--- config.mk ---
export PLATFORM = sky130hd
export DESIGN_NAME = wdg_top
export DESIGN_NICKNAME = d
export VERILOG_FILES = /design/src/rtl/wdg_pkg.sv /design/src/rtl/wdg_top.sv /design/src/verification/tb.sv
export VERILOG_INCLUDE_DIRS = /design/src /design/src/rtl
export SDC_FILE = /design/constraint.sdc
export NUM_CORES = 1
export LEC_CHECK = 0
export CAP_MARGIN = 20
export CORE_ASPECT_RATIO = 0.6
export CORE_UTILIZATION = 30
export CTS_BUF_LIST = sky130_fd_sc_hd__clkbuf_8
export CTS_CLUSTER_SIZE = 14
export DETAILED_ROUTE_END_ITERATION = 16
export DONT_BUFFER_PORTS = 1
export GPL_TIMING_DRIVEN = 0
export PLACE_DENSITY_LB_ADDON = 0.1
export SYNTH_ARGS = -nofsm -noshare
export SYNTH_HDL_FRONTEND = slang
export SYNTH_SLANG_ARGS = --single-unit
export TNS_END_PERCENT = 20
--- constraint.sdc ---
create_clock -name hclk -period 3.1 [get_ports hclk]
set_input_delay 0.31 -clock hclk [delete_from_list [all_inputs] [get_ports hclk]]
set_output_delay 0.31 -clock hclk [all_outputs]
set_load 0.01 [all_outputs]
--- src/rtl/wdg_params.svh ---
// Function
// decrement count every 16384 divided oscillator cycles
// countdown runs even when not activated
// activated, 40h to 3Fh gives reset pulse
// software refreshes with values FFh down to C0h
// low six bits set timeout in 64 steps
// activate bit clears only on reset
// activate with counter_msb clear forces reset
// halt with halt option resets if active
// plain halt: one decrement, then stopped
// external wake restarts count after 256/4096 clocks
// reset leaves watchdog deactivated unless hardware option
// active-halt holds count, no reset
// active-halt wake: interrupt immediate, reset delayed
// slow and wait modes change nothing
// prescaler phase makes timeout vary min to max
// timebase select maps to MSB/LSB constants
// startup option selects hardware watchdog mode
// hardware option: always active, activate ignored
// control reg: bit7 activate, 6:0 count, 7Fh
// control writes never restart the prescaler
`ifndef WDG_PARAMS_SVH
`define WDG_PARAMS_SVH

// register indices, byte address is four times the index
`define WDG_CTRL_IDX 8'h2A
`define WDG_CFG_IDX 8'h2B
`define WDG_STAT_IDX 8'h2C
`define WDG_TBINFO_IDX 8'h2D

`define WDG_CTRL_RESET 8'h7F
`define WDG_CFG_RESET 8'h00
`define WDG_ACT_BIT 7
`define WDG_MSB_BIT 6
`define WDG_CFG_RTC_BIT 1
`define WDG_CFG_TB_LO 2

`define WDG_PRE_MAX 14'h3FFF
`define WDG_WAKE_SHORT 13'h0100
`define WDG_WAKE_LONG 13'h1000

`define WDG_CLK_MHZ 40
`define WDG_RST_NS 500
`define WDG_RST_CYC ((`WDG_RST_NS * `WDG_CLK_MHZ + 999) / 1000)

`define WDG_TB0_MSB 8'h04
`define WDG_TB0_LSB 8'h3B
`define WDG_TB1_MSB 8'h08
`define WDG_TB1_LSB 8'h35
`define WDG_TB2_MSB 8'h14
`define WDG_TB2_LSB 8'h23
`define WDG_TB3_MSB 8'h31
`define WDG_TB3_LSB 8'h36

`endif

--- src/rtl/wdg_pkg.sv ---
package wdg_pkg;
    typedef logic [31:0] wdg_word_t;
    typedef logic [7:0] wdg_byte_t;
    typedef enum logic [4:0] {
        WDG_RUN = 5'b0_0001,
        WDG_HALT_ONE = 5'b0_0010,
        WDG_HALT_STOP = 5'b0_0100,
        WDG_AHALT = 5'b0_1000,
        WDG_WAKE = 5'b1_0000
    } wdg_state_t;
endpackage

--- src/rtl/wdg_top.sv ---
`timescale 1ns/10ps
`include "wdg_params.svh"
module wdg_top (
    input wire logic hclk,
    input wire logic hresetn,
    input wire logic ce,
    input wire logic hsel,
    input wire wdg_pkg::wdg_word_t haddr,
    input wire logic [1:0] htrans,
    input wire logic hwrite,
    input wire logic [2:0] hsize,
    input wire wdg_pkg::wdg_word_t hwdata,
    input wire logic hready,
    output wdg_pkg::wdg_word_t hrdata,
    output logic hreadyout,
    output logic hresp,
    input wire logic osc_tick,
    input wire logic halt_req,
    input wire logic ext_wake,
    input wire logic osc_wake,
    input wire logic pin_hw_wdg_opt,
    input wire logic pin_halt_reset_opt,
    input wire logic pin_long_wake_opt,
    output logic wdg_reset_n,
    output logic wdg_active
);
    import wdg_pkg::*;

    ////////////////////////////////////////////////////////////////////////
    function automatic logic reg_hit(input wdg_byte_t idx, input wdg_byte_t want);
        reg_hit = (idx == want);
    endfunction

    function automatic logic [15:0] tb_info(input logic [1:0] tb);
        case (tb)
            2'b00: tb_info = {`WDG_TB0_MSB, `WDG_TB0_LSB};
            2'b01: tb_info = {`WDG_TB1_MSB, `WDG_TB1_LSB};
            2'b10: tb_info = {`WDG_TB2_MSB, `WDG_TB2_LSB};
            default: tb_info = {`WDG_TB3_MSB, `WDG_TB3_LSB};
        endcase
    endfunction

    ////////////////////////////////////////////////////////////////////////
    // option pins, two flops before use
    logic [2:0] opt_meta_reg;
    logic [2:0] opt_sync_reg;

    always_ff @(posedge hclk or negedge hresetn) begin
        if (!hresetn) begin
            opt_meta_reg <= 3'h0;
            opt_sync_reg <= 3'h0;
        end else if (ce) begin
            opt_meta_reg <= {pin_long_wake_opt, pin_halt_reset_opt, pin_hw_wdg_opt};
            opt_sync_reg <= opt_meta_reg;
        end
    end

    ////////////////////////////////////////////////////////////////////////
    // bus address phase
    logic bus_wr_reg;
    logic bus_wr_next;
    logic bus_ok_reg;
    logic bus_ok_next;
    wdg_byte_t bus_idx_reg;
    wdg_byte_t bus_idx_next;
    wdg_word_t hrdata_next;
    logic addr_phase;
    logic addr_ok;
    wdg_byte_t addr_idx;

    // core state
    wdg_state_t state_reg;
    wdg_state_t state_next;
    logic act_reg;
    logic act_next;
    logic [6:0] cnt_reg;
    logic [6:0] cnt_next;
    logic [13:0] pre_reg;
    logic [13:0] pre_next;
    logic [12:0] wait_reg;
    logic [12:0] wait_next;
    logic [4:0] rst_cnt_reg;
    logic [4:0] rst_cnt_next;
    wdg_byte_t cfg_reg;
    wdg_byte_t cfg_next;
    logic boot_reg;
    logic boot_next;
    logic [2:0] opt_reg;
    logic [2:0] opt_next;
    logic active_next;
    logic wr_ctrl;
    logic tick;
    logic fire;
    logic halted;
    logic rtc_en;
    logic hw_opt;
    logic halt_opt;
    logic [12:0] wake_cyc;
    wdg_byte_t stat_val;

    assign addr_phase = hsel && hready && htrans[1];
    assign addr_ok = (haddr[31:10] == 22'h00_0000) && (haddr[1:0] == 2'b00);
    assign addr_idx = haddr[9:2];
    assign rtc_en = cfg_reg[`WDG_CFG_RTC_BIT];
    assign hw_opt = opt_reg[0];
    assign halt_opt = opt_reg[1];
    assign wake_cyc = opt_reg[2] ? `WDG_WAKE_LONG : `WDG_WAKE_SHORT;
    assign halted = (state_reg == WDG_HALT_ONE) || (state_reg == WDG_HALT_STOP)
        || (state_reg == WDG_AHALT);

    ////////////////////////////////////////////////////////////////////////
    // core next state
    always_comb begin
        state_next = state_reg;
        act_next = act_reg;
        cnt_next = cnt_reg;
        pre_next = pre_reg;
        wait_next = wait_reg;
        cfg_next = cfg_reg;
        boot_next = boot_reg;
        opt_next = opt_reg;
        rst_cnt_next = rst_cnt_reg;
        fire = 1'b0;
        wr_ctrl = bus_wr_reg && bus_ok_reg && reg_hit(bus_idx_reg, `WDG_CTRL_IDX);

        // prescaler only follows the oscillator tick
        // prescaler untouched by writes
        if (osc_tick) begin
            pre_next = pre_reg + 14'h0001;
        end
        // one step per 16384 ticks
        tick = osc_tick && (pre_reg == `WDG_PRE_MAX);

        // countdown free-running in run state
        // held in active-halt and stopped states
        if (tick && ((state_reg == WDG_RUN) || (state_reg == WDG_HALT_ONE))) begin
            cnt_next = cnt_reg - 7'h01;
        end

        // control register write
        // low bits load timeout length
        if (wr_ctrl) begin
            cnt_next = hwdata[6:0];
            // activate is set-only
            if (hwdata[`WDG_ACT_BIT]) begin
                act_next = 1'b1;
            end
        end
        if (bus_wr_reg && bus_ok_reg && reg_hit(bus_idx_reg, `WDG_CFG_IDX)) begin
            cfg_next = {4'h0, hwdata[3:1], 1'b0};
        end

        // hardware option forces active
        active_next = act_next || hw_opt;

        // no slow or wait input reaches this logic
        case (state_reg)
            WDG_RUN: begin
                if (halt_req) begin
                    if (rtc_en) begin
                        // active-halt, no reset
                        state_next = WDG_AHALT;
                    end else if (halt_opt && active_next) begin
                        // halt turns into reset
                        fire = 1'b1;
                    end else begin
                        // one more decrement allowed
                        state_next = WDG_HALT_ONE;
                    end
                end
            end
            WDG_HALT_ONE: begin
                if (ext_wake) begin
                    state_next = WDG_WAKE;
                    wait_next = wake_cyc;
                end else if (tick) begin
                    // stop after the single step
                    state_next = WDG_HALT_STOP;
                end
            end
            WDG_HALT_STOP: begin
                // external wake waits before counting
                if (ext_wake) begin
                    state_next = WDG_WAKE;
                    wait_next = wake_cyc;
                end
            end
            WDG_AHALT: begin
                // interrupt wake restarts at once
                if (osc_wake || ext_wake) begin
                    state_next = WDG_RUN;
                end
            end
            WDG_WAKE: begin
                if (wait_reg == 13'h0000) begin
                    state_next = WDG_RUN;
                    // options latched once after startup
                    if (boot_reg) begin
                        boot_next = 1'b0;
                        opt_next = opt_sync_reg;
                    end
                end else begin
                    wait_next = wait_reg - 13'h0001;
                end
            end
            default: begin
                state_next = WDG_WAKE;
                wait_next = `WDG_WAKE_LONG;
            end
        endcase

        // counter_msb falling while active
        // write with msb clear forces reset
        if (!halted && active_next && !cnt_next[`WDG_MSB_BIT]
            && (cnt_reg[`WDG_MSB_BIT] || wr_ctrl)) begin
            fire = 1'b1;
        end

        // reset pulse of fixed length
        if (fire && (rst_cnt_reg == 5'h00)) begin
            rst_cnt_next = 5'(`WDG_RST_CYC);
        end else if (rst_cnt_reg != 5'h00) begin
            rst_cnt_next = rst_cnt_reg - 5'h01;
        end
    end

    ////////////////////////////////////////////////////////////////////////
    // core registers
    always_ff @(posedge hclk or negedge hresetn) begin
        if (!hresetn) begin
            // reset state deactivated, restart after delay
            // counting resumes after the long delay
            state_reg <= WDG_WAKE;
            act_reg <= 1'b0;
            cnt_reg <= 7'h7F;
            pre_reg <= 14'h0000;
            wait_reg <= `WDG_WAKE_LONG;
            cfg_reg <= `WDG_CFG_RESET;
            boot_reg <= 1'b1;
            opt_reg <= 3'h0;
            rst_cnt_reg <= 5'h00;
            wdg_reset_n <= 1'b1;
            wdg_active <= 1'b0;
        end else if (ce) begin
            state_reg <= state_next;
            act_reg <= act_next;
            cnt_reg <= cnt_next;
            pre_reg <= pre_next;
            wait_reg <= wait_next;
            cfg_reg <= cfg_next;
            boot_reg <= boot_next;
            opt_reg <= opt_next;
            rst_cnt_reg <= rst_cnt_next;
            wdg_reset_n <= (rst_cnt_next == 5'h00);
            wdg_active <= act_next || opt_next[0];
        end
    end

    ////////////////////////////////////////////////////////////////////////
    // bus next state, reads except status see this cycle's writes
    always_comb begin
        bus_wr_next = 1'b0;
        bus_ok_next = 1'b0;
        bus_idx_next = bus_idx_reg;
        hrdata_next = 32'h0000_0000;
        stat_val = {rst_cnt_reg != 5'h00, opt_reg[2], opt_reg[1], opt_reg[0],
            state_reg == WDG_WAKE, state_reg == WDG_AHALT, halted, act_reg || hw_opt};
        if (addr_phase) begin
            bus_wr_next = hwrite;
            bus_ok_next = addr_ok;
            bus_idx_next = addr_idx;
            if (!hwrite && addr_ok) begin
                if (reg_hit(addr_idx, `WDG_CTRL_IDX)) begin
                    hrdata_next = {24'h00_0000, act_next, cnt_next};
                end else if (reg_hit(addr_idx, `WDG_CFG_IDX)) begin
                    hrdata_next = {24'h00_0000, cfg_next};
                end else if (reg_hit(addr_idx, `WDG_STAT_IDX)) begin
                    hrdata_next = {24'h00_0000, stat_val};
                end else if (reg_hit(addr_idx, `WDG_TBINFO_IDX)) begin
                    // min/max timeout constants for software
                    // per selected timebase
                    hrdata_next = {16'h0000, tb_info(cfg_next[`WDG_CFG_TB_LO +: 2])};
                end else begin
                    hrdata_next = 32'h0000_0000;
                end
            end
        end
    end

    ////////////////////////////////////////////////////////////////////////
    // bus registers, zero wait state, always okay
    always_ff @(posedge hclk or negedge hresetn) begin
        if (!hresetn) begin
            bus_wr_reg <= 1'b0;
            bus_ok_reg <= 1'b0;
            bus_idx_reg <= 8'h00;
            hrdata <= 32'h0000_0000;
            hreadyout <= 1'b1;
            hresp <= 1'b0;
        end else if (ce) begin
            bus_wr_reg <= bus_wr_next;
            bus_ok_reg <= bus_ok_next;
            bus_idx_reg <= bus_idx_next;
            hrdata <= hrdata_next;
            hreadyout <= 1'b1;
            hresp <= 1'b0;
        end
    end

    // hsize unused: only whole words are carried
    logic unused_size;
    assign unused_size = ^hsize;

endmodule

--- src/verification/tb.sv ---
`timescale 1ns/10ps
module tb;
    import wdg_pkg::*;
    logic hclk, hresetn, hsel, hwrite, hready, halt_req, ext_wake, osc_wake;
    logic ce, opt_hw, opt_halt, opt_long, hreadyout, hresp, wdg_reset_n, wdg_active;
    logic [1:0] htrans;
    logic [2:0] hsize;
    wdg_word_t haddr, hwdata, hrdata, r;
    int fail_count = 0;
    int checks = 0;
    int cyc = 0;
    int t0, cnt, n;
    logic [15:0] tb_info [4];
    wdg_top i_dut (.hclk(hclk), .hresetn(hresetn), .ce(ce), .hsel(hsel), .haddr(haddr),
        .htrans(htrans), .hwrite(hwrite), .hsize(hsize), .hwdata(hwdata), .hready(hready),
        .hrdata(hrdata), .hreadyout(hreadyout), .hresp(hresp), .osc_tick(ce),
        .halt_req(halt_req), .ext_wake(ext_wake), .osc_wake(osc_wake),
        .pin_hw_wdg_opt(opt_hw), .pin_halt_reset_opt(opt_halt),
        .pin_long_wake_opt(opt_long), .wdg_reset_n(wdg_reset_n), .wdg_active(wdg_active));
    assign hready = hreadyout;
    initial begin
        hclk = 1'b0;
        forever #12.5 hclk = ~hclk;
    end
    always @(posedge hclk) cyc <= cyc + 1;
    ////////////////////////////////////////////////////////////////
    task automatic chk(input logic [31:0] got, input logic [31:0] exp);
        checks++;
        if (got !== exp) begin
            fail_count++;
            $display("FAIL %0t got %h exp %h", $time, got, exp);
        end
    endtask
    task automatic bus(input logic [31:0] a, input logic w, input logic [31:0] d);
        hsel <= 1'b1;
        haddr <= a;
        hwrite <= w;
        htrans <= 2'b10;
        do @(posedge hclk); while (hready !== 1'b1);
        htrans <= 2'b00;
        hwdata <= d;
        do @(posedge hclk); while (hready !== 1'b1);
        r = hrdata;
    endtask
    task automatic rd(input logic [31:0] a, input logic [31:0] exp);
        bus(a, 1'b0, 32'h0000_0000);
        chk(r, exp);
    endtask
    // wait for the next count step, then compare with the model
    task automatic poll();
        logic [7:0] old;
        bus(32'h0000_00A8, 1'b0, 32'h0000_0000);
        old = r[7:0];
        n = 0;
        do begin
            bus(32'h0000_00A8, 1'b0, 32'h0000_0000);
            n++;
        end while (r[7:0] === old && n < 9000);
        cnt--;
        chk(r, 32'(cnt));
    endtask
    task automatic end_sim();
        $display("checks %0d fail_count %0d", checks, fail_count);
        if (fail_count == 0 && checks > 0)
            $display("No errors found");
        else
            $display("Errors were found");
        $finish;
    endtask
    initial begin
        repeat (100000) @(posedge hclk);
        fail_count++;
        end_sim();
    end
    ////////////////////////////////////////////////////////////////
    initial begin
        {hsel, hwrite, htrans, haddr, hwdata, halt_req, ext_wake, osc_wake} = '0;
        {opt_hw, opt_halt, opt_long, hresetn} = '0;
        ce = 1'b1;
        hsize = 3'b010;
        tb_info = '{{8'd4, 8'd59}, {8'd8, 8'd53}, {8'd20, 8'd35}, {8'd49, 8'd54}};
        void'($urandom(32'he08fc237));
        repeat (3) @(posedge hclk);
        hresetn <= 1'b1;
        @(posedge hclk);
        rd(32'h0000_00A8, 32'h0000_007F);
        rd(32'h0000_00AC, 32'h0000_0000);
        rd(32'h0000_0400, 32'h0000_0000);
        repeat (4110) @(posedge hclk);
        cnt = {2'b01, 6'($urandom)};
        bus(32'h0000_00A8, 1'b1, 32'(cnt));
        poll();
        t0 = cyc;
        poll();
        chk(32'((cyc - t0 + 4) / 8), 32'(16384 / 8));
        bus(32'h0000_00A8, 1'b1, 32'h0000_00FF);
        #1;
        chk(wdg_active, 1'b1);
        bus(32'h0000_00A8, 1'b1, 32'h0000_007F);
        rd(32'h0000_00A8, 32'h0000_00FF);
        bus(32'h0000_00AC, 1'b1, 32'h0000_0002);
        halt_req <= 1'b1;
        @(posedge hclk);
        halt_req <= 1'b0;
        rd(32'h0000_00B0, 32'h0000_0007);
        osc_wake <= 1'b1;
        @(posedge hclk);
        osc_wake <= 1'b0;
        rd(32'h0000_00B0, 32'h0000_0001);
        for (int i = 0; i < 4; i++) begin
            bus(32'h0000_00AC, 1'b1, 32'(i * 4));
            rd(32'h0000_00B4, 32'(tb_info[i]));
        end
        halt_req <= 1'b1;
        @(posedge hclk);
        halt_req <= 1'b0;
        rd(32'h0000_00B0, 32'h0000_0003);
        ext_wake <= 1'b1;
        @(posedge hclk);
        ext_wake <= 1'b0;
        repeat (240) @(posedge hclk);
        bus(32'h0000_00B0, 1'b0, 32'h0000_0000);
        chk(r[3], 1'b1);
        repeat (30) @(posedge hclk);
        rd(32'h0000_00B0, 32'h0000_0001);
        bus(32'h0000_00A8, 1'b1, 32'h0000_00C0);
        n = 0;
        while (wdg_reset_n === 1'b1 && n < 16500) begin
            @(posedge hclk);
            n++;
        end
        chk(wdg_reset_n, 1'b0);
        rd(32'h0000_00A8, 32'h0000_00BF);
        repeat (30) @(posedge hclk);
        bus(32'h0000_00A8, 1'b1, 32'h0000_0080);
        #1;
        chk(wdg_reset_n, 1'b0);
        repeat (30) @(posedge hclk);
        hresetn <= 1'b0;
        opt_hw <= 1'b1;
        opt_halt <= 1'b1;
        @(posedge hclk);
        hresetn <= 1'b1;
        repeat (4110) @(posedge hclk);
        chk(wdg_active, 1'b1);
        rd(32'h0000_00A8, 32'h0000_007F);
        halt_req <= 1'b1;
        @(posedge hclk);
        halt_req <= 1'b0;
        @(posedge hclk);
        #1;
        chk(wdg_reset_n, 1'b0);
        end_sim();
    end
endmodule
==> results.toml, run 1 <==
[cells_and_area]
layout_commonest_cell = "dfrtp_1"
drive_gt1_frac = 0.172
final_cell_area_um2 = 5750
seq_area_um2 = 2190
fin_cells = 805
largest_reg_flops = 14
antennaDiodeCount = 0
mostFrequentLayoutCells = "dfrtp_1, nor2_1, nand2_1, o21ai_0, buf_4"
syn_to_final_growth_pct = 11.7
fillers = 1721
multi_input_area_um2 = 2680
final_nets = 658

[clock_tree]
cts-root-buf = "clkbuf_8"
cts_tree = "yes"
cts_buffers = 9
max-clock-path-buffers = 2
cts.clk_slew.worst_paths_ns = 0.09
cts-hold-fix-buffers = 2
cts_resized = 0
clk_latency_ns = 0.37
cts_max_level = 3
cts_sinks = 87
postCtsSetupBuffers = 0

[min_path]
min_to = "bus_idx_reg[3]"
min_from = "haddr[5]"
min_path_type = "in -> reg"
worstHoldPathCells = 1

[sta]
setup_viol = 0
slew_viol_final = 0
worst-slew-pin-transition_ns = 1.07
fin_crit_ns = 2.82
hold_viol = 0
fin_skew_ns = 0.0129
slew_headroom = 0.278
fin_crit_sh = 0.909
rsz0062_at_grt = "no"
clock.fmax_mhz = 355
finalSetupTns_ns = 0

[synthesis]
yosys.area_share.simple = 0.233
synth_mux_area_frac = 0.0600
synthCells = 540
avgSynthCellArea_um2 = 9.53
synth_cell_types = 71
synth_seq_cells = 87
yosys_warnings = 0
yosysTopAreaCell = "dfrtp_1"
synth-xor-area-share = 0.0476
synthFlopType = "dfrtp_1"
seq_area_frac_synth = 0.426
synth_fa_ha_area_frac = 0.00972
synth_top_area_frac = 0.369
async_reset_ff_frac = 1.00
synth_compound_area_frac = 0.155
syn_area_um2 = 5150
synth_top_family_by_area = "simple AND/OR/NAND/NOR gates"
synth_area_leaders = "dfrtp_1, dfstp_2, mux2_2, xnor2_1, buf_4"
synth-edff-count = 0

[placement]
place_area_um2 = 5510
gp_congestion = 0.827
place_hpwl_um = 11000
dp_cells = 787
port_buffers = 0

[floorplanning]
core-area_um2 = 16500
initial_utilization = 0.312
die_h_um = 103
die_w_um = 171
io_pins = 118
fp-row-count = 36
design.die.area_um2 = 17700

[pwr]
clkPwrFrac = 0.234
swShare = 0.366
p_leak_nw = 2.33
p_comb_frac = 0.334
seqPwrFrac = 0.432
total_power_mw = 3.60
power.internal_mw = 2.28
irDropWorstVdd_mv = 0.258
power.density_nw_per_um2 = 626
power_switching_mw = 1.32

[setup_path]
rrSetupSlack_ns = 0.28
timing.rr.start = "state_reg[4]"
slowest_stage = "nor4b_2"
cp_cell_sequence = "clkbuf_1 > nand3_1 > nor4b_2 > buf_4 > nand2_1 > mux2i_1 > a31oi_1"
timing.rr.end = "wdg_active"
crit_type = "reg -> reg"
cp.required_ns = 3.32
startpoint_type = "flop"
cp_max_fo = 10
rr_worst_depth = 7
crit_arrival_ns = 3.03
crit_start = "state_reg[4]"
cpPeakStageDelay_ns = 0.65
critPathCaptureType = "flop"

[route]
met1_length_um = 8130
postRouteWirelength_um = 14500
dr.first_iter.drc_count = 411
drc = 0
firstDrtPassIters = 5
ant_nets = 0
routed-wl-met2_um = 5470
wl_per_cell_um = 18.1
top_layer_used = "met4"
num_vias = 4169
via_per_inst = 5.18
wl_met3_um = 861

[grt]
antenna_found_initial = 0
grt_pass1_wl_um = 22900
grt_pass1_vias = 3968
grt_overflow = 0
grtUsageTotal = 0.173
grt_max_degree = 88

[job]
max_cap_violations = 0

[status]
status = "completed"
-- logic make-up after synthesis --
logic type	after synthesis
XOR/XNOR	28
buffers and inverters	65
AO/OA/AOI/OAI	113
multiplexers	28
adder cells (fa/ha/maj)	4
flip-flops	87
AND/OR/NAND/NOR	213
other	2
-- synth_stat cells, drive strengths merged, types with 8 or more instances --
| cell type | instances |
|---|---|
| dfrtp | 76 |
| nor2 | 45 |
| nand2 | 35 |
| buf | 29 |
| o21ai | 29 |
| mux2 | 23 |
| xnor2 | 22 |
| inv | 21 |
| a21oi | 20 |
| nand3 | 19 |
| nor3 | 17 |
| nor4 | 17 |
| clkbuf | 14 |
| nand4 | 12 |
| dfstp | 11 |
| or3 | 10 |
| o2bb2ai | 9 |
| or2 | 8 |
-- through the flow --
stage	utilization	setup slack (ns)	hold slack [ns]
after floorplan	-	0.916	0.0144
after global placement	0.334	0.222	0.0194
after detailed placement	0.334	0.264	0.0197
after CTS	0.349	0.271	0.0681
after global routing	0.349	0.0408	0.0693
final	0.349	0.282	0.0865
-- per-layer routing --
layer | vias to the layer above | global-route usage
met4 | 0 | 0.0282
met1 | 2045 | 0.283
li1 | 2005 | -
met5 | - | 0
met2 | 111 | 0.222
met3 | 8 | 0.0415
-- power by group through the flow --
stage	Combinational (mW)	Sequential (mW)	Clock (mW)
floorplan	0.930	1.52	0
global placement	1.15	1.57	0
detailed placement	1.16	1.57	0
CTS	1.20	1.55	0.880
global route	1.36	1.59	0.916
finish	1.20	1.55	0.843
-- worst max-delay path by stage --
| stage | end | depth (start not counted) |
|---|---|---|
| after floorplan | hrdata[1] | 8 |
| final | wdg_active | 7 |
| after global placement | wait_reg[2] | 8 |
| after detailed placement | wait_reg[10] | 8 |
| after CTS | wdg_active | 7 |
| after global routing | wdg_active | 7 |
-- worst max-delay path, delay by kind of cell, from the launching register on --
| kind | cells | cell delay, ns |
|---|---|---|
| AO/OA/AOI/OAI | 1 | 0.10 |
| multiplexers | 1 | 0.17 |
| flip-flops | 1 | 0.56 |
| buffers and inverters | 2 | 0.68 |
| AND/OR/NAND/NOR | 3 | 1.18 |
-- final cells by class --
| class | count | area share |
|---|---|---|
| timing repair buffer | 2 | 0.00653 |
| inverter | 22 | 0.0144 |
| clock inverter | 5 | 0.00979 |
| buffer | 43 | 0.0463 |
| clock buffer | 11 | 0.0263 |
| multi-input combinational | 407 | 0.466 |
| tap | 228 | 0.0496 |
| sequential | 87 | 0.381 |
Power figures use the tool's default switching activity.
==> run 2, diff against run 1 <==
--- a/config.mk
+++ b/config.mk
@@ -14,7 +14,7 @@
 export DETAILED_ROUTE_END_ITERATION = 16
 export DONT_BUFFER_PORTS = 1
 export GPL_TIMING_DRIVEN = 0
-export PLACE_DENSITY_LB_ADDON = 0.1
+export PLACE_DENSITY = 0.55
 export SYNTH_ARGS = -nofsm -noshare
 export SYNTH_HDL_FRONTEND = slang
 export SYNTH_SLANG_ARGS = --single-unit
==> run 2 against run 1 <==
- routed wire length fell by 3.7%
- count of clock-buffer cells in the layout rose by 2
- maximum frequency rose by 9.0%
- clock power fell by 7.4%
- total power fell by 1.7%
- cell count rose by 0.12%
- largest cell class unchanged
- highest routed layer unchanged
- register-to-register slack improved by 0.23 ns
==> results.toml, run 2 (synthesis results as in run 1) <==
[min_path]
min_path_type = "in -> reg"

[clock_tree]
cts_sinks = 87
cts-root-buf = "clkbuf_8"
postCtsSetupBuffers = 0
cts.clk_slew.worst_paths_ns = 0.09
cts_tree = "yes"
max-clock-path-buffers = 2
cts_buffers = 9
clk_latency_ns = 0.37
cts_max_level = 3

[setup_path]
crit_arrival_ns = 2.81
startpoint_type = "flop"
crit_type = "reg -> reg"
crit_start = "state_reg[4]"
timing.rr.start = "state_reg[4]"
cp_max_fo = 10
cp-endpoint = "wdg_active"
timing.rr.end = "wdg_active"
critPathCaptureType = "flop"
cp.required_ns = 3.32
rr_worst_depth = 7
rrSetupSlack_ns = 0.52

[route]
postRouteWirelength_um = 14000
drc = 0
ant_nets = 0
num_vias = 4262
wl_per_cell_um = 17.4
dr.first_iter.drc_count = 401
firstDrtPassIters = 5
via_per_inst = 5.29

[cells_and_area]
fillers = 1698
final_nets = 659
drive_gt1_frac = 0.171
layout_commonest_cell = "dfrtp_1"
syn_to_final_growth_pct = 11.5
antennaDiodeCount = 0
mostFrequentLayoutCells = "dfrtp_1, nor2_1, nand2_1, o21ai_0, buf_4"
largest_reg_flops = 14

[pwr]
swShare = 0.367
seqPwrFrac = 0.439
irDropWorstVdd_mv = 0.245
clkPwrFrac = 0.221
p_comb_frac = 0.340
power.internal_mw = 2.24
total_power_mw = 3.54
power_switching_mw = 1.30
p_leak_nw = 2.33
power.density_nw_per_um2 = 616

[status]
status = "completed"

[placement]
place_hpwl_um = 10600
gp_congestion = 0.888
port_buffers = 0

[floorplanning]
die_w_um = 171
initial_utilization = 0.312
design.die.area_um2 = 17700
core-area_um2 = 16500
die_h_um = 103
fp-row-count = 36
io_pins = 118

[sta]
setup_viol = 0
clock.fmax_mhz = 387
fin_crit_sh = 0.834
slew_headroom = 0.546
fin_skew_ns = 0.0117
hold_viol = 0
whs_ns = 0.0838
fin_crit_ns = 2.58
finalSetupTns_ns = 0
worst-slew-pin-transition_ns = 0.676
rsz0062_at_grt = "no"
slew_viol_final = 0

[grt]
grt_overflow = 0
grt_max_degree = 88
antenna_found_initial = 0
grt_pass1_wl_um = 21800
grt_pass1_vias = 3956
grtUsageTotal = 0.163

[job]
max_cap_violations = 0
run 2: cell types whose count changed in the layout (fill, tap and decap cells not counted), sizes merged:
cell,change
inv,+1
bufinv,-1
buf,+1
clkbuf,+2
clkinv,-2
run 2: metrics by stage:
| stage | std cells | util | setup WS [ns] | instance area [um^2] |
|---|---|---|---|---|
| global placement | 787 | 0.334 | 0.333 | 5510 |
| detailed placement | 788 | 0.334 | 0.449 | 5510 |
| finish | 806 | 0.348 | 0.515 | 5740 |
| global route | 806 | 0.348 | 0.254 | 5740 |
| floorplan | 559 | - | 0.916 | 5220 |
| CTS | 806 | 0.348 | 0.477 | 5740 |
run 2: power by group through the flow:
stage               logic, mW  clock network [mW]  registers (mW)
detailed placement       1.16                   0            1.57
floorplan               0.930                   0            1.52
CTS                      1.20               0.807            1.55
global placement         1.12                   0            1.56
global route             1.34               0.847            1.59
finish                   1.20               0.781            1.55
run 2: cell type report:
cell class	instances	area, um^2	area share
multi-input cells	407	2680	0.467
flip-flops and latches	87	2190	0.381
well taps	228	285	0.0497
plain buffers	43	267	0.0464
clock buffers	13	179	0.0312
inverters	22	82.6	0.0144
repair buffers	3	42.5	0.00741
clock inverters	3	16.3	0.00283
run 2: worst min-delay path by stage:
stage	endpoint	startpoint	slack, ns	cells after the start
floorplan	act_reg	hresetn	0.01	0
global placement	wait_reg[4]	hresetn	0.02	0
detailed placement	wait_reg[3]	hresetn	0.02	0
CTS	bus_idx_reg[7]	haddr[9]	0.07	1
global route	bus_idx_reg[7]	haddr[9]	0.06	1
finish	bus_idx_reg[7]	haddr[9]	0.08	1
run 2: what timing repair did:
item / CTS / global route
setup endpoints to repair: 0 / 0
hold endpoints to repair: 87 / 0
resized for setup: 0 / 0
hold buffers: 2 / 0
run 2: worst max-delay path, stage by stage, from the launching register on:
cell and delay (ns):
dfstp_2 0.57, clkbuf_1 0.35, nand3_1 0.40, nor4b_2 0.54, buf_4 0.26, nand2_1 0.08, mux2i_1 0.14, a31oi_1 0.10
run 2: layer usage:
layer	track usage	vias to the layer above	routed length [um]
met4	0.0309	0	93
met5	0	-	0
li1	-	2001	-
met1	0.248	2087	7160
met2	0.225	163	5620
met3	0.0495	11	1140
==> run 3, diff against run 2 <==
==> constraint.sdc (replaced) <==
create_clock -name hclk -period 2.4 [get_ports hclk]
set_input_delay 0.24 -clock hclk [delete_from_list [all_inputs] [get_ports hclk]]
set_output_delay 0.24 -clock hclk [all_outputs]
set_load 0.01 [all_outputs]
==> run 3 against run 2 <==
- utilization is 1.3 points higher
- cell count is 1.5% higher
- maximum frequency is 10% higher
- combinational power is 45% higher
- worst setup slack worse by 0.46 ns
- sequential power is 30% higher
- final area is 3.7% higher
- clock skew is 0.0033 ns lower
- highest routed layer unchanged
==> results.toml, run 3 (synthesis results as in run 1) <==
[setup_path]
cp_max_fo = 9
crit_start = "state_reg[2]"
cp.required_ns = 2.70
cp-endpoint = "cnt_reg[0]"
timing.rr.end = "cnt_reg[0]"
rr_worst_depth = 8
critPathCaptureType = "flop"
rrSetupSlack_ns = 0.06
timing.rr.start = "state_reg[2]"
startpoint_type = "flop"
crit_arrival_ns = 2.64
crit_type = "reg -> reg"

[sta]
finalSetupTns_ns = 0
whs_ns = 0.0196
clock.fmax_mhz = 427
fin_skew_ns = 0.00841
hold_viol = 0
setup_viol = 0
slew_viol_final = 0
fin_crit_ns = 2.34
worst-slew-pin-transition_ns = 0.691
slew_headroom = 0.539
fin_crit_sh = 0.976
rsz0062_at_grt = "no"

[pwr]
p_leak_nw = 2.43
irDropWorstVdd_mv = 0.315
power.density_nw_per_um2 = 801
seqPwrFrac = 0.423
p_comb_frac = 0.365
clkPwrFrac = 0.212
power_switching_mw = 1.77
swShare = 0.370
power.internal_mw = 3.01

[clock_tree]
cts_max_level = 3
cts.clk_slew.worst_paths_ns = 0.09
cts-root-buf = "clkbuf_8"
cts_tree = "yes"
max-clock-path-buffers = 2
clk_latency_ns = 0.37
cts_buffers = 9
cts_sinks = 87

[route]
wl_per_cell_um = 17.5
drc = 0
postRouteWirelength_um = 14300
via_per_inst = 5.29
firstDrtPassIters = 5
num_vias = 4327
ant_nets = 0
dr.first_iter.drc_count = 388

[grt]
grt_overflow = 0
grtUsageTotal = 0.164
grt_pass1_vias = 3969
grt_max_degree = 88
grt_pass1_wl_um = 21900
antenna_found_initial = 0

[placement]
port_buffers = 0
gp_congestion = 0.888
place_hpwl_um = 10600

[cells_and_area]
syn_to_final_growth_pct = 15.7
layout_commonest_cell = "dfrtp_1"
drive_gt1_frac = 0.203
mostFrequentLayoutCells = "dfrtp_1, nor2_1, nand2_1, buf_4, o21ai_0"
final_nets = 671
antennaDiodeCount = 0
largest_reg_flops = 14

[floorplanning]
design.die.area_um2 = 17700
core-area_um2 = 16500
die_w_um = 171
io_pins = 118
initial_utilization = 0.312
die_h_um = 103
fp-row-count = 36

[job]
max_cap_violations = 0

[min_path]
min_path_type = "in -> reg"

[status]
status = "completed"
run 3: changes by cell type in the layout (fill, tap and decap cells not counted), sizes merged:
cell | before | now
dlygate4sd3 | 1 | 7
buf | 31 | 37
run 3: per-layer routing:
| layer | part of all wire | GRT usage | vias to the layer above |
|---|---|---|---|
| met1 | 0.50 | 0.250 | 2137 |
| met5 | 0 | 0 | - |
| li1 | - | - | 2022 |
| met2 | 0.41 | 0.225 | 157 |
| met3 | 0.086 | 0.0495 | 11 |
| met4 | 0.0066 | 0.0309 | 0 |
run 3: timing repair:
item                                   in CTS  in global routing
setup endpoints to repair                  17                 32
hold buffers                                4                  4
setup buffers                               2                  4
gates resized for setup                     5                 19
endpoints found under the hold margin      89                  4
pin swaps                                   0                  5
run 3: stage by stage:
stage / instance area, um^2 / instances / utilization / power, mW / setup slack, ns
2_1_floorplan: 5220 / 559 / - / 3.16 / 0.216
3_5_place_dp: 5510 / 788 / 0.334 / 3.53 / -0.204
3_3_place_gp: 5510 / 787 / 0.334 / 3.46 / -0.297
5_1_grt: 5960 / 818 / 0.361 / 5.07 / 0.00398
4_1_cts: 5820 / 810 / 0.353 / 4.68 / -0.00866
6_report: 5960 / 818 / 0.361 / 4.77 / 0.0587
run 3: cell type report:
cell class | count | area (um^2)
flip-flops and latches | 87 | 2190
repair buffers | 15 | 160
fillers | 1696 | 10500
well taps | 228 | 285
inverters | 22 | 82.6
clock inverters | 3 | 16.3
plain buffers | 43 | 270
multi-input cells | 407 | 2770
clock buffers | 13 | 179
run 3: how the worst min path moves through the flow:
stage,cells after the start,to,start
CTS,1,bus_idx_reg[5],haddr[7]
global route,1,opt_meta_reg[2],pin_long_wake_opt
finish,1,bus_idx_reg[6],haddr[8]
floorplan,0,act_reg,hresetn
detailed placement,0,wait_reg[3],hresetn
global placement,0,wait_reg[4],hresetn
run 3: power by group through the flow:
stage | Sequential [mW] | Clock, mW | Combinational (mW)
floorplan | 1.96 | 0 | 1.20
global placement | 2.02 | 0 | 1.44
detailed placement | 2.03 | 0 | 1.50
CTS | 2.01 | 1.04 | 1.63
global route | 2.06 | 1.09 | 1.92
finish | 2.02 | 1.01 | 1.74
run 3: worst max-delay path, stage by stage (launching register included):
cell and delay [ns]:
dfrtp_1 0.38, buf_6 0.14, or3_4 0.40, or2_1 0.23, buf_6 0.14, or4_4 0.56
a21oi_2 0.22, nor2_1 0.07, a21oi_1 0.12
